==> config.mk <==
export PLATFORM = sky130hd
export DESIGN_NAME = pattern_gen_and_io_pin_ctrl
export DESIGN_NICKNAME = d
export VERILOG_FILES = /design/src/hw/pattern_gen_and_io_pin_ctrl.v
export VERILOG_INCLUDE_DIRS = /design/src /design/src/pkg
export SDC_FILE = /design/constraint.sdc
export NUM_CORES = 1
export LEC_CHECK = 0
export BUFFER_PORTS_ARGS = -buffer_cell sky130_fd_sc_hd__buf_2
export CAP_MARGIN = 10
export CORE_MARGIN = 3
export CORE_UTILIZATION = 50
export CTS_CLUSTER_SIZE = 24
export DETAILED_ROUTE_END_ITERATION = 16
export PLACE_DENSITY = 0.67
export SLEW_MARGIN = 20
export SYNTH_ARGS = -nofsm -noshare
export SYNTH_HDL_FRONTEND = slang
export SYNTH_SLANG_ARGS = --single-unit
export TNS_END_PERCENT = 20
==> constraint.sdc <==
create_clock -name sys_clk -period 6.8 [get_ports sys_clk]
set_clock_uncertainty 0.15 [all_clocks]
set_input_delay 0.68 -clock sys_clk [delete_from_list [all_inputs] [get_ports sys_clk]]
set_output_delay 0.68 -clock sys_clk [all_outputs]
set_load 0.02 [all_outputs]
==> src/pkg/pattern_gen_defines.vh <==
// register map, field positions and timing counts of the pattern and pin control block
// Operation
// - aux pin direction 0 makes it an input; bit 1 reads its level; reset default.
// - aux pin direction 1 drives the pin at the level held in bit 1.
// - aux pin control sits at 0x81, resets to 0xFC, bits 7..2 read one.
// - pattern bytes 0x90..0x93 hold 32 bits, sent bit 0 of 0x90 first.
// - pattern bit one pulls the multifunction pin low, zero leaves it open.
// - repetition is 32 bit periods over duty; pin floats for the remainder.
// - writing 111 to function bits 5..3 latches pattern bytes into the shifter.
// - primary sink enable bit 1 at zero switches the primary sink off.
// - secondary sink enable bit 2 at zero switches the secondary sink off.
// - a one in either sink enable bit switches that sink back on.
// - function bit 0 at zero makes the pin a hardware enable input.
// - bit period codes 00..11 give 1.6 us, 26 ms, 52 ms, 105 ms.
// - duty codes 010..101 give 1/2, 1/3, 1/4, 1/6; full duty repeats.
`ifndef PATTERN_GEN_DEFINES_VH
`define PATTERN_GEN_DEFINES_VH

`define REG_PIN_FUNC        8'h80
`define REG_AUX_PIN         8'h81
`define REG_PAT0            8'h90
`define REG_PAT1            8'h91
`define REG_PAT2            8'h92
`define REG_PAT3            8'h93
`define REG_SINK_EN         8'h10

`define PIN_FUNC_RESET      8'h01
`define AUX_PIN_RESET       8'hFC
`define AUX_PIN_FIXED       6'h3F
`define AUX_CTRL_RESET      2'h0
`define SINK_EN_RESET       3'h0

`define FUNC_CTRL_BIT       0
`define FUNC_DIR_BIT        1
`define FUNC_DATA_BIT       2
`define DUTY_LATCH          3'b111
`define DUTY_GPIO           3'b000
`define DUTY_FULL           3'b001
`define DUTY_HALF           3'b010
`define DUTY_THIRD          3'b011
`define DUTY_QUARTER        3'b100
`define DUTY_SIXTH          3'b101

`define PATTERN_BITS        8'd32
`define FRAME_FULL          8'd32
`define FRAME_HALF          8'd64
`define FRAME_THIRD         8'd96
`define FRAME_QUARTER       8'd128
`define FRAME_SIXTH         8'd192

`define CLK_PERIOD_NS       10
`define BIT_TIME0_NS        1600
`define BIT_TIME1_NS        26000000
`define BIT_TIME2_NS        52000000
`define BIT_TIME3_NS        105000000
`define BIT_CYC0            24'h0000A0
`define BIT_CYC1            24'h27AC40
`define BIT_CYC2            24'h4F5880
`define BIT_CYC3            24'hA037A0

`define I2C_ADDR_DEFAULT    7'h36

`endif
==> src/hw/pattern_gen_and_io_pin_ctrl.v <==
// i2c register slave, aux pin, multifunction pin pattern generator and sink enables
`timescale 1ns/10ps
`include "pattern_gen_defines.vh"

module pattern_gen_and_io_pin_ctrl #(
    parameter [6:0]  DEV_ADDR  = `I2C_ADDR_DEFAULT, // arbitrary value
    parameter [23:0] BIT_CYC1  = `BIT_CYC1,
    parameter [23:0] BIT_CYC2  = `BIT_CYC2,
    parameter [23:0] BIT_CYC3  = `BIT_CYC3
) (
    input  wire sys_clk,
    input  wire rst,
    input  wire scl_in,
    input  wire sda_in,
    output reg  sda_out,
    output reg  sda_oe,
    input  wire aux_pin_in,
    output reg  aux_pin_out,
    output reg  aux_pin_oe,
    input  wire mf_pin_in,
    output reg  mf_pin_out,
    output reg  mf_pin_oe,
    output reg  hardware_enable_input,
    output reg  primary_sink_enable,
    output reg  secondary_sink_enable
);

localparam [4:0] ST_IDLE = 5'b00001;
localparam [4:0] ST_RX   = 5'b00010;
localparam [4:0] ST_ACK  = 5'b00100;
localparam [4:0] ST_TX   = 5'b01000;
localparam [4:0] ST_MACK = 5'b10000;

localparam [23:0] BIT_CYC0 = `BIT_CYC0;

////////////////////////////////////////////////////////////////////////////////
// pin input conditioning: three flops, change accepted when 2nd and 3rd agree
reg  [3:0] sync1_r;
reg  [3:0] sync2_r;
reg  [3:0] sync3_r;
reg  [3:0] filt_r;
reg  [3:0] filt_d_r;
wire [3:0] agree = ~(sync2_r ^ sync3_r);

always @(posedge sys_clk or posedge rst) begin
    if (rst) begin
        sync1_r  <= 4'hF;
        sync2_r  <= 4'hF;
        sync3_r  <= 4'hF;
        filt_r   <= 4'hF;
        filt_d_r <= 4'hF;
    end else begin
        sync1_r  <= {mf_pin_in, aux_pin_in, sda_in, scl_in};
        sync2_r  <= sync1_r;
        sync3_r  <= sync2_r;
        filt_r   <= (sync2_r & agree) | (filt_r & ~agree);
        filt_d_r <= filt_r;
    end
end

wire scl      = filt_r[0];
wire sda      = filt_r[1];
wire aux_lvl  = filt_r[2];
wire mf_lvl   = filt_r[3];
wire scl_rise = filt_r[0] & ~filt_d_r[0];
wire scl_fall = ~filt_r[0] & filt_d_r[0];
wire i2c_start = scl & filt_d_r[0] & ~sda & filt_d_r[1];
wire i2c_stop  = scl & filt_d_r[0] & sda & ~filt_d_r[1];

////////////////////////////////////////////////////////////////////////////////
// registers
reg  [7:0]  pin_func_r;
reg  [1:0]  aux_pin_ctrl_r;
reg  [31:0] pattern_r;
reg  [2:0]  sink_en_r;
reg  [31:0] shift_r;
reg         restart_r;
reg  [7:0]  ptr_r;

wire [2:0] duty      = pin_func_r[5:3];
wire       pat_mode  = pin_func_r[`FUNC_CTRL_BIT] & (duty != `DUTY_GPIO);
wire       gpio_mode = pin_func_r[`FUNC_CTRL_BIT] & (duty == `DUTY_GPIO);

reg  [7:0] rd_data;
always @* begin
    case (ptr_r)
        `REG_PIN_FUNC: begin
            rd_data = pin_func_r;
            if (gpio_mode && pin_func_r[`FUNC_DIR_BIT])
                rd_data[`FUNC_DATA_BIT] = mf_lvl;
        end
        `REG_AUX_PIN: begin
            rd_data = {`AUX_PIN_FIXED,
                       aux_pin_ctrl_r[0] ? aux_pin_ctrl_r[1] : aux_lvl,
                       aux_pin_ctrl_r[0]};
        end
        `REG_PAT0:    rd_data = pattern_r[7:0];
        `REG_PAT1:    rd_data = pattern_r[15:8];
        `REG_PAT2:    rd_data = pattern_r[23:16];
        `REG_PAT3:    rd_data = pattern_r[31:24];
        `REG_SINK_EN: rd_data = {5'h00, sink_en_r};
        default:      rd_data = 8'h00;
    endcase
end

////////////////////////////////////////////////////////////////////////////////
// i2c slave: address byte, pointer byte, then data bytes with auto increment
reg [4:0] state_r;
reg [7:0] sh_r;
reg [3:0] cnt_r;
reg [1:0] byte_idx_r;
reg       rw_r;
reg       mack_r;
reg       wr_r;
reg [7:0] wr_data_r;
reg [7:0] wr_addr_r;

always @(posedge sys_clk or posedge rst) begin
    if (rst) begin
        state_r    <= ST_IDLE;
        sh_r       <= 8'h00;
        cnt_r      <= 4'h0;
        byte_idx_r <= 2'd0;
        rw_r       <= 1'b0;
        mack_r     <= 1'b0;
        ptr_r      <= 8'h00;
        sda_oe     <= 1'b0;
        sda_out    <= 1'b0;
        wr_r       <= 1'b0;
        wr_data_r  <= 8'h00;
        wr_addr_r  <= 8'h00;
    end else begin
        wr_r    <= 1'b0;
        sda_out <= 1'b0;
        if (i2c_start) begin
            state_r    <= ST_RX;
            cnt_r      <= 4'h0;
            byte_idx_r <= 2'd0;
            sda_oe     <= 1'b0;
        end else if (i2c_stop) begin
            state_r <= ST_IDLE;
            sda_oe  <= 1'b0;
        end else begin
            case (state_r)
                ST_IDLE: sda_oe <= 1'b0;
                ST_RX: begin
                    if (scl_rise) begin
                        sh_r  <= {sh_r[6:0], sda};
                        cnt_r <= cnt_r + 4'h1;
                    end else if (scl_fall && cnt_r == 4'h8) begin
                        if (byte_idx_r == 2'd0) begin
                            if (sh_r[7:1] == DEV_ADDR) begin
                                rw_r    <= sh_r[0];
                                sda_oe  <= 1'b1;
                                state_r <= ST_ACK;
                            end else begin
                                state_r <= ST_IDLE;
                            end
                        end else begin
                            if (byte_idx_r == 2'd1) begin
                                ptr_r <= sh_r;
                            end else begin
                                wr_r      <= 1'b1;
                                wr_addr_r <= ptr_r;
                                wr_data_r <= sh_r;
                                ptr_r     <= ptr_r + 8'h01;
                            end
                            sda_oe  <= 1'b1;
                            state_r <= ST_ACK;
                        end
                        if (byte_idx_r != 2'd2)
                            byte_idx_r <= byte_idx_r + 2'd1;
                    end
                end
                ST_ACK: begin
                    if (scl_fall) begin
                        cnt_r <= 4'h0;
                        if (rw_r) begin
                            sh_r    <= rd_data;
                            sda_oe  <= ~rd_data[7];
                            ptr_r   <= ptr_r + 8'h01;
                            state_r <= ST_TX;
                        end else begin
                            sda_oe  <= 1'b0;
                            state_r <= ST_RX;
                        end
                    end
                end
                ST_TX: begin
                    if (scl_fall) begin
                        if (cnt_r == 4'h7) begin
                            sda_oe  <= 1'b0;
                            state_r <= ST_MACK;
                        end else begin
                            cnt_r  <= cnt_r + 4'h1;
                            sh_r   <= {sh_r[6:0], 1'b0};
                            sda_oe <= ~sh_r[6];
                        end
                    end
                end
                ST_MACK: begin
                    if (scl_rise) begin
                        mack_r <= ~sda;
                    end else if (scl_fall) begin
                        if (mack_r) begin
                            cnt_r   <= 4'h0;
                            sh_r    <= rd_data;
                            sda_oe  <= ~rd_data[7];
                            ptr_r   <= ptr_r + 8'h01;
                            state_r <= ST_TX;
                        end else begin
                            state_r <= ST_IDLE;
                        end
                    end
                end
                default: begin
                    state_r <= ST_IDLE;
                    sda_oe  <= 1'b0;
                end
            endcase
        end
    end
end

////////////////////////////////////////////////////////////////////////////////
// register writes
always @(posedge sys_clk or posedge rst) begin
    if (rst) begin
        pin_func_r     <= `PIN_FUNC_RESET;
        aux_pin_ctrl_r <= `AUX_CTRL_RESET;
        pattern_r      <= 32'h0000_0000;
        sink_en_r      <= `SINK_EN_RESET;
        shift_r        <= 32'h0000_0000;
        restart_r      <= 1'b0;
    end else begin
        restart_r <= 1'b0;
        if (wr_r) begin
            case (wr_addr_r)
                `REG_PIN_FUNC: begin
                    // latch code is a command, so the stored duty keeps its value
                    if (wr_data_r[5:3] == `DUTY_LATCH) begin
                        shift_r <= pattern_r;
                        pin_func_r <= {wr_data_r[7:6], pin_func_r[5:3], wr_data_r[2:0]};
                    end else begin
                        pin_func_r <= wr_data_r;
                    end
                    restart_r <= 1'b1;
                end
                `REG_AUX_PIN: aux_pin_ctrl_r <= wr_data_r[1:0];
                `REG_PAT0:    pattern_r[7:0]   <= wr_data_r;
                `REG_PAT1:    pattern_r[15:8]  <= wr_data_r;
                `REG_PAT2:    pattern_r[23:16] <= wr_data_r;
                `REG_PAT3:    pattern_r[31:24] <= wr_data_r;
                `REG_SINK_EN: sink_en_r <= wr_data_r[2:0];
                default: ;
            endcase
        end
    end
end

////////////////////////////////////////////////////////////////////////////////
// pattern timing
reg [23:0] bit_len;
reg [7:0]  frame_len;
always @* begin
    case (pin_func_r[7:6])
        2'b00:   bit_len = BIT_CYC0;
        2'b01:   bit_len = BIT_CYC1;
        2'b10:   bit_len = BIT_CYC2;
        default: bit_len = BIT_CYC3;
    endcase
    case (duty)
        `DUTY_HALF:    frame_len = `FRAME_HALF;
        `DUTY_THIRD:   frame_len = `FRAME_THIRD;
        `DUTY_QUARTER: frame_len = `FRAME_QUARTER;
        `DUTY_FULL:    frame_len = `FRAME_FULL;
        default:       frame_len = `FRAME_SIXTH;
    endcase
end

reg [23:0] tick_r;
reg [7:0]  slot_r;
always @(posedge sys_clk or posedge rst) begin
    if (rst) begin
        tick_r <= 24'h00_0000;
        slot_r <= 8'h00;
    end else if (!pat_mode || restart_r) begin
        tick_r <= 24'h00_0000;
        slot_r <= 8'h00;
    end else if (tick_r >= bit_len - 24'h00_0001) begin
        tick_r <= 24'h00_0000;
        // frame wrap returns to bit 0 of the latest latched pattern
        if (slot_r >= frame_len - 8'h01)
            slot_r <= 8'h00;
        else
            slot_r <= slot_r + 8'h01;
    end else begin
        tick_r <= tick_r + 24'h00_0001;
    end
end

////////////////////////////////////////////////////////////////////////////////
// pin outputs
always @(posedge sys_clk or posedge rst) begin
    if (rst) begin
        aux_pin_out           <= 1'b0;
        aux_pin_oe            <= 1'b0;
        mf_pin_out            <= 1'b0;
        mf_pin_oe             <= 1'b0;
        hardware_enable_input <= 1'b0;
        primary_sink_enable   <= 1'b0;
        secondary_sink_enable <= 1'b0;
    end else begin
        aux_pin_oe  <= aux_pin_ctrl_r[0];
        aux_pin_out <= aux_pin_ctrl_r[0] & aux_pin_ctrl_r[1];
        hardware_enable_input <= ~pin_func_r[`FUNC_CTRL_BIT] & mf_lvl;
        primary_sink_enable   <= sink_en_r[1];
        secondary_sink_enable <= sink_en_r[2];
        if (pat_mode) begin
            mf_pin_out <= 1'b0;
            // slots past bit 31 are the dead time; open drain there
            mf_pin_oe  <= (slot_r < `PATTERN_BITS) & shift_r[slot_r[4:0]];
        end else if (gpio_mode && !pin_func_r[`FUNC_DIR_BIT]) begin
            mf_pin_out <= pin_func_r[`FUNC_DATA_BIT];
            mf_pin_oe  <= 1'b1;
        end else begin
            mf_pin_out <= 1'b0;
            mf_pin_oe  <= 1'b0;
        end
    end
end

endmodule // pattern_gen_and_io_pin_ctrl

# Word level (Yosys, flattened, before mapping)
# Cells that the tools add are included.
word_totals:
  reg_bits: 182
classes:
  add_sub_neg: 7
  n_lt_le_gt_ge: 4
  eq_ne: 61
  n_mux: 88
  bitwise: 31
  n_reduce_logical: 35
op_table:
  columns: ["cell", "n"]
  rows:
  - ["$mux W8", 20]
  - ["$eq A8 B8 Y1 const B", 12]
  - ["$pmux W24 S3", 1]
  - ["$pmux W8 S4", 2]
  - ["$pmux W8 S7", 1]
  - ["$mux W5", 10]
  - ["$mux W24", 2]
  - ["$mux W4", 11]
  - ["$ne A4 B4 Y1 const B", 8]
  - ["$mux W1", 29]
  - ["$ne A2 B2 Y1 const B", 13]
  - ["$pmux W5 S5", 1]
  - ["$add A24 B1 Y24 const B", 1]
  - ["$ge A24 B24 Y1", 1]
  - ["$ne A3 B3 Y1 const B", 8]
  - ["$pmux W8 S3", 1]
  - ["$sub A24 B1 Y24 const B", 1]
  - ["$reduce_and A11 Y1", 2]
  - ["$add A8 B1 Y8 const B", 2]
  - ["$eq A8 B5 Y1 const B", 2]
  - ["$pmux W4 S4", 1]
  - ["$reduce_and A8 Y1", 2]
  - ["$reduce_and A2 Y1", 7]
  - ["$reduce_and A7 Y1", 2]
  - ["other kinds (44)", 86]

# Logic depth before layout (Yosys ltp)
# Gate-level depths: netlist of the first run.
logic_depth:
  depth_word: 12
  ltp_mapped: 11
  mapped_depth_nobuf: 10

# Least setup slack after synthesis of the first run
# No wires, ideal clock.
synth_timing:
  kind: "reg-to-reg"
  startpoint: "reg pin_func_r[6]"
  endpoint: "reg slot_r[5]"
  setup_time_ps: 122
  t_arrival_ps: 2536
  setup_slack_ps: 3992
  path_stages_with_launch: 11
  path_buffers: 1
  period_less_slack_ps: 2808
  cell_sequence: "dfrtp_1 > inv_1 > ha_1 > inv_1 > ha_1 > nand4_1 > or4_1 > o221ai_2 > buf_2 > o21ai_0 > o2bb2ai_1"
synth_via:
  elab_chain_cells: 5
  elab_cells_between_ends: 7
  cone_classes: "add/sub: 1; order compare: 1; eq/ne: 2; mux: 1; reduce/logical: 2"
synth_lines:
  columns: ["element", "line", "rtl"]
  rows:
  - ["start, declared", "pattern_gen_and_io_pin_ctrl.v:72", "reg [7:0] pin_func_r;"]
  - ["start signal, assigned", "pattern_gen_and_io_pin_ctrl.v:229", "pin_func_r <= `PIN_FUNC_RESET;"]
  - ["start signal, assigned", "pattern_gen_and_io_pin_ctrl.v:243", "pin_func_r <= {wr_data_r[7:6], pin_func_r[5:3], wr_data_r[2:0]};"]
  - ["start signal, assigned", "pattern_gen_and_io_pin_ctrl.v:245", "pin_func_r <= wr_data_r;"]
  - ["$eq A2 B2 Y1, or another cell as far along", "pattern_gen_and_io_pin_ctrl.v:266", "case (pin_func_r[7:6])"]
  - ["$pmux W24 S3 (*)", "pattern_gen_and_io_pin_ctrl.v:266", null]
  - ["$sub A24 B1 Y24 (*)", "pattern_gen_and_io_pin_ctrl.v:290", "end else if (tick_r >= bit_len - 24'h00_0001) begin"]
  - ["$ge A24 B24 Y1 (*)", "pattern_gen_and_io_pin_ctrl.v:290", null]
  - ["$reduce_bool A2 Y1 (no source line) (*)", null, null]
  - ["end signal, assigned", "pattern_gen_and_io_pin_ctrl.v:296", "slot_r <= slot_r + 8'h01;"]
  - ["end, declared", "pattern_gen_and_io_pin_ctrl.v:282", "reg [7:0] slot_r;"]
# Mark *: on every way between the ends. The rest lies on a longest branch, timed or not.
# A chain may end at the register's enable or synchronous reset.

# Worst setup path after layout of the first run
layout_timing:
  startpoint: "reg pin_func_r[6]"
  endpoint: "reg slot_r[1]"
# The elaborated chain is that of the path after synthesis.

==> results by group, run 1 <==
Run status
  • Run status: finished clean

Route
  • DR vias/cell: 6.00
  • DR DRC count: 0
  • Drt total wl: 19.8 mm
  • Post-DRT Antenna Nets: 0
  • Via count: 6369
  • First DRT Iteration DRCs: 600
  • Avg WL per Cell: 18.7 um
  • DRT Pass-1 Iters: 5

Cells and area
  • Multi-input gate area: 0.00428 mm^2
  • Final Cell Area: 0.00990 mm^2
  • FF/Latch Area: 0.00458 mm^2
  • Filler cell count: 1508
  • Syn-to-layout area delta: 8.53%
  • Layout cells sized above 1: 21.1%
  • Non-filler cells in the finished layout: 1062
  • Fin nets: 869
  • Diode count: 0

GRT
  • Global-route wire length before repair: 33.7 mm
  • Met2 usage: 32.5%
  • Grt met3 use: 4.78%
  • Gr ovfl total: 0
  • Gr usage total: 21.1%
  • GR Layer Usage met1: 30.7%
  • Vias in the first global route: 6403
  • Initial antenna violation count: 0
  • Largest net degree at the start of global routing: 89
  • Busiest layer in global routing: met2

Timing
  • Headroom to the max-slew limit: 38.9%
  • Slew @ Worst Pin: 0.910 ns
  • RSZ-0062 raised after global routing: no
  • Max Fclk: 313 MHz
  • Min Tclk post-route: 3.19 ns
  • Tcrit/Tclk final: 47.0%
  • Final hold violations: 0
  • Total negative slack: 0 ns
  • Endpoints failing setup: 0
  • Fin. max-slew vios: 0

Yosys
  • Seq/Total Area, Yosys: 50.2%
  • Top-area cell type share of the netlist area: 44.4%
  • Synth unique cells: 69
  • Synth Instances: 823
  • Post-Syn Area: 0.00912 mm^2
  • Most used DFF post-synth: dfrtp_1
  • FFs w/ async S/R, synth: 100%
  • Average size of a mapped cell: 11.1 um^2
  • Most area-hungry cell type in the Yosys netlist: dfrtp_1
  • Area contributors post-synth: dfrtp_1 44%, mux2_2 11%, dfstp_2 5.8%
  • Most numerous cell in the Yosys netlist: dfrtp_1
  • Post-synth EDFFs: 0
  • #FFs+latches synth: 182
  • Syn_nets: 868
  • Synth top cells by count: 162 x dfrtp_1, 87 x mux2_2, 63 x nand2_1
  • Synth Warn #: 0

Placement
  • PortBufs: 13
  • Final HPWL from detailed placement: 14.0 mm
  • GP Congestion: 0.869
  • Placed insts: 1030
  • Cell Area, Placed: 0.00935 mm^2

CTS
  • Post-CTS Repair Setup Buffers: 0
  • Htree depth: 4
  • Clock Pin Slew Worst Setup and Hold Paths: 0.07 ns
  • Clk Latency, worst-skew pair: 0.42 ns
  • Cts repair resizes: 0
  • CTS Buffer Depth: 2
  • Hold-fix buffers, CTS: 0
  • TritonCTS Sinks: 182
  • CTS Buf Count: 17
  • Clock Root Buffer: clkbuf_16
  • CTS tree: built

Power and ir drop
  • Pwr Density: 211 mW/mm^2
  • Maximum vdd drop: 0.000226 V
  • Leakage: 4.46 nW

Setup path
  • Critical path startpoint category: flip-flop
  • Crit Path Max Fanout: 34
  • CP Data Required Time: 6.96 ns
  • Critical path capture point type: flip-flop
  • CP Data Arrival Time: 3.36 ns
  • Critical path class: reg -> reg

Floorplanning
  • Initial core utilization: 51.8%
  • Row count: 48
  • Die Wd: 141 um
  • # IOs: 15
  • Die Span Y: 141 um
  • Die ar.: 0.0199 mm^2
  • Core ar.: 0.0176 mm^2

Min path
  • Hold Path Class: in -> reg

Flow run
  • Max cap viols: 0
[kinds of logic after synthesis]
logic type | after synthesis | synth area share [%]
buffers and inverters | 62 | 2.89
multiplexers | 107 | 14.0
adder cells (fa/ha/maj) | 43 | 5.79
XOR/XNOR | 24 | 2.30
flip-flops | 182 | 50.2
AND/OR/NAND/NOR | 251 | 13.8
other | 2 | 0.0823
AO/OA/AOI/OAI | 152 | 10.9
[routing by layer]
layer  vias to the layer above  part of all wire [%]
li1                       2974                     -
met5                         -                     0
met3                        27                   5.0
met4                         0                   1.2
met1                      3200                    46
met2                       168                    47
[per-stage QoR]
step	util [%]	worst slack, ns	hold slack, ns	total power, mW
4_1_cts	56.3	3.61	0.174	2.12
3_5_place_dp	53.1	3.60	0.197	1.19
6_report	56.3	3.61	0.195	2.09
5_1_grt	56.3	3.41	0.170	2.17
2_1_floorplan	-	1.06	0.195	1.17
3_3_place_gp	53.1	3.74	0.196	1.18
[flip-flops by register name, summed over array words and instances (netlist names), 3 cells and up, named ones only]
register / flops
pattern_r: 32
shift_r: 32
tick_r: 24
pin_func_r: 8
ptr_r: 8
sh_r: 8
slot_r: 8
wr_addr_r: 8
wr_data_r: 8
state_r: 5
cnt_r: 4
sync1_r: 4
sync2_r: 4
sync3_r: 4
sink_en_r: 3
[cell type report]
cell class                      count  area share (%)
Inverter                           26            1.04
Clock buffer                       21            4.88
Sequential cell                   182            46.3
Clock inverter                     11           0.708
Multi-Input combinational cell    579            43.2
Timing Repair Buffer               18            1.04
Tap cell                          225            2.84
[worst paths after layout]
| path | end | slack (ns) | from | cells past startpoint |
|---|---|---|---|---|
| setup / recovery | slot_r[1]$_DFFE_PP0P_ | 3.61 | pin_func_r[6]$_DFFE_PP0P_ | 9 |
| hold / removal | sync1_r[0]$_DFF_PP1_ | 0.20 | scl_in | 1 |
| setup reg to reg | slot_r[1]$_DFFE_PP0P_ | 3.61 | pin_func_r[6]$_DFFE_PP0P_ | 9 |
| hold reg to reg | sync2_r[2]$_DFF_PP1_ | 0.21 | sync1_r[2]$_DFF_PP1_ | 0 |
| max in group asynchronous | sink_en_r[2]$_DFFE_PP0P_ | 4.99 | rst | 3 |
| min in group asynchronous | state_r[4]$_DFFE_PP0P_ | 0.26 | rst | 2 |
[where the power goes]
| part | total, mW | switching [mW] | internal, mW | leakage (nW) |
|---|---|---|---|---|
| clock network | 0.925 | 0.414 | 0.511 | 0.282 |
| logic | 0.0535 | 0.0381 | 0.0154 | 1.71 |
| registers | 1.11 | 0.0121 | 1.10 | 2.47 |
[layout by cell type, fill, tap and decap left out, types with 19 or more instances in the layout]
master / count
clkbuf_16: 19
inv_1: 24
nand2_1: 63
mux2_2: 87
a21oi_1: 35
nor2_1: 56
o21ai_0: 46
nand3_1: 38
dfrtp_1: 162
dfstp_2: 20
ha_1: 39
[worst max-delay path, stage by stage, from the launching register on]
cell and delay (ns):
dfrtp_1 0.43, inv_1 0.18, ha_1 0.20, inv_1 0.09, ha_1 0.33, nand4_1 0.17
or4_1 0.60, o221ai_2 0.19, buf_4 0.36, mux2_2 0.37
No activity file was read; power rests on OpenSTA's default activity.
==> run 2: changes to the inputs <==
==> constraint.sdc (replaced) <==
create_clock -name sys_clk -period 3.2 [get_ports sys_clk]
set_clock_uncertainty 0.15 [all_clocks]
set_input_delay 0.32 -clock sys_clk [delete_from_list [all_inputs] [get_ports sys_clk]]
set_output_delay 0.32 -clock sys_clk [all_outputs]
set_load 0.02 [all_outputs]
==> results by group, run 2 (synthesis results as in run 1) <==
CTS
  • Htree depth: 4
  • TritonCTS Sinks: 182
  • Post-CTS Repair Setup Buffers: 0
  • CTS Buffer Depth: 2
  • Clock Root Buffer: clkbuf_16
  • Clk Latency, worst-skew pair: 0.43 ns
  • CTS Buf Count: 17
  • CTS tree: built
  • Clock Pin Slew Worst Setup and Hold Paths: 0.07 ns

GRT
  • Global-route wire length before repair: 34.1 mm
  • Initial antenna violation count: 0
  • Gr ovfl total: 0
  • Largest net degree at the start of global routing: 118
  • Vias in the first global route: 6449
  • Gr usage total: 21.5%

Timing
  • RSZ-0062 raised after global routing: yes
  • Tcrit/Tclk final: 93.3%
  • Fin. max-slew vios: 0
  • Max Fclk: 335 MHz
  • Headroom to the max-slew limit: 45.3%
  • Total negative slack: 0 ns
  • Min Tclk post-route: 2.99 ns
  • WHS: 0.207 ns
  • Slew @ Worst Pin: 0.819 ns
  • Endpoints failing setup: 0
  • Final hold violations: 0

Route
  • Avg WL per Cell: 19.0 um
  • First DRT Iteration DRCs: 548
  • DR DRC count: 0
  • Drt total wl: 20.5 mm
  • Post-DRT Antenna Nets: 0
  • Via count: 6542
  • DR vias/cell: 6.07
  • DRT Pass-1 Iters: 6

Floorplanning
  • Die Span Y: 141 um
  • Initial core utilization: 51.8%
  • Die ar.: 0.0199 mm^2
  • Row count: 48
  • # IOs: 15
  • Core ar.: 0.0176 mm^2
  • Die Wd: 141 um

Min path
  • Worst hold start: sync1_r[2]$_DFF_PP1_
  • Hold Path Class: reg -> reg

Placement
  • PortBufs: 13
  • Final HPWL from detailed placement: 14.3 mm
  • GP Congestion: 0.882

Setup path
  • Critical path startpoint category: flip-flop
  • Setup crit start: pin_func_r[6]$_DFFE_PP0P_
  • Crit path cell chain: inv_1, ha_1, inv_1, ha_1, nand4_1, or4_1, o221ai_4, mux2_2
  • Worst Path Buf+Inv: 2
  • CP Data Required Time: 3.37 ns
  • CP max-delay cell: or4_1
  • Worst path max stage delay: 0.63 ns
  • Reg2reg start: pin_func_r[6]$_DFFE_PP0P_
  • Crit Path Max Fanout: 11
  • CP Data Arrival Time: 3.15 ns
  • Crit-path leading delay family: simple AND/OR/NAND/NOR gates
  • Critical path class: reg -> reg
  • Critical path capture point type: flip-flop

Flow run
  • Max cap viols: 0

Cells and area
  • Diode count: 0
  • Syn-to-layout area delta: 11.0%
  • Fin nets: 884
  • Leading cell type in the layout, fill and taps excluded: dfrtp_1
  • Layout cells sized above 1: 22.3%
  • Most frequent cells in the layout: 162 x dfrtp_1, 87 x mux2_2, 63 x nand2_1
  • Top flop regs: pattern_r x32, shift_r x32, tick_r x24
  • Filler cell count: 1467

Power and ir drop
  • Maximum vdd drop: 0.000357 V
  • Pwr Density: 465 mW/mm^2
  • Leakage: 4.56 nW

Run status
  • Run status: finished clean
-- run 2: cell types whose count changed in the layout (fill, tap and decap cells not counted), moves of 2 or more --
cell	delta
buf_4	+8
bufinv_16	+3
clkbuf_1	-2
clkbuf_16	-2
clkbuf_8	+2
clkinv_2	-3
clkinvlp_4	+3
dlygate4sd3_1	+5
inv_4	-3
-- run 2: final timing paths --
path                                                 to  slack [ns]  cells past startpoint
worst max-delay path              slot_r[1]$_DFFE_PP0P_        0.21                      8
worst min-delay path               sync2_r[2]$_DFF_PP1_        0.21                      0
worst max register to register    slot_r[1]$_DFFE_PP0P_        0.21                      8
worst min register to register     sync2_r[2]$_DFF_PP1_        0.21                      0
max in group asynchronous       shift_r[19]$_DFFE_PP0P_        1.94                      4
min in group asynchronous          cnt_r[2]$_DFFE_PP0P_        0.43                      4
-- run 2: metal layers --
layer	up-vias	routed length, um	global-route usage [%]
met5	-	0	0
met1	3310	9740	31.1
met3	30	816	3.97
met2	192	9600	33.2
met4	0	343	6.22
li1	3010	-	-
-- run 2: worst register-to-register path: cells and delay by family, from the launching register on --
family	cells	cell delay [ns]
buf+inv	2	0.27
compound gates	1	0.34
flops	1	0.38
mux	1	0.38
fa+ha+maj	2	0.53
simple gates	2	0.82
-- run 2: through the flow --
stage,area (um^2),instances,setup WS (ns),utilization (%),power (mW)
floorplan,9130,823,0.392,-,2.49
global route,10100,1077,-0.0212,57.6,4.87
global placement,9430,1040,0.202,53.6,2.52
finish,10100,1077,0.214,57.6,4.71
detailed placement,9430,1040,0.0766,53.6,2.53
CTS,10100,1077,0.0481,57.4,4.75
-- run 2: timing repair --
action,4_1_cts,5_1_grt
endpoints found under the setup margin,0,31
resized for setup,0,3
hold buffers,5,0
endpoints found under the hold margin,148,0
-- run 2: power breakdown --
group	internal, mW	total (mW)	switching, mW
Clock	1.28	2.22	0.939
Sequential	2.34	2.36	0.0254
Combinational	0.0393	0.125	0.0855
Total	3.66	4.71	1.05
-- run 2: layout make-up --
type	count	area (um^2)	share of cell area, %
inverter	26	101	1.00
clock buffer	19	453	4.47
multi-input combinational	579	4300	42.4
timing repair buffer	33	244	2.41
clock inverter	13	170	1.68
tap	225	282	2.78
sequential	182	4580	45.2
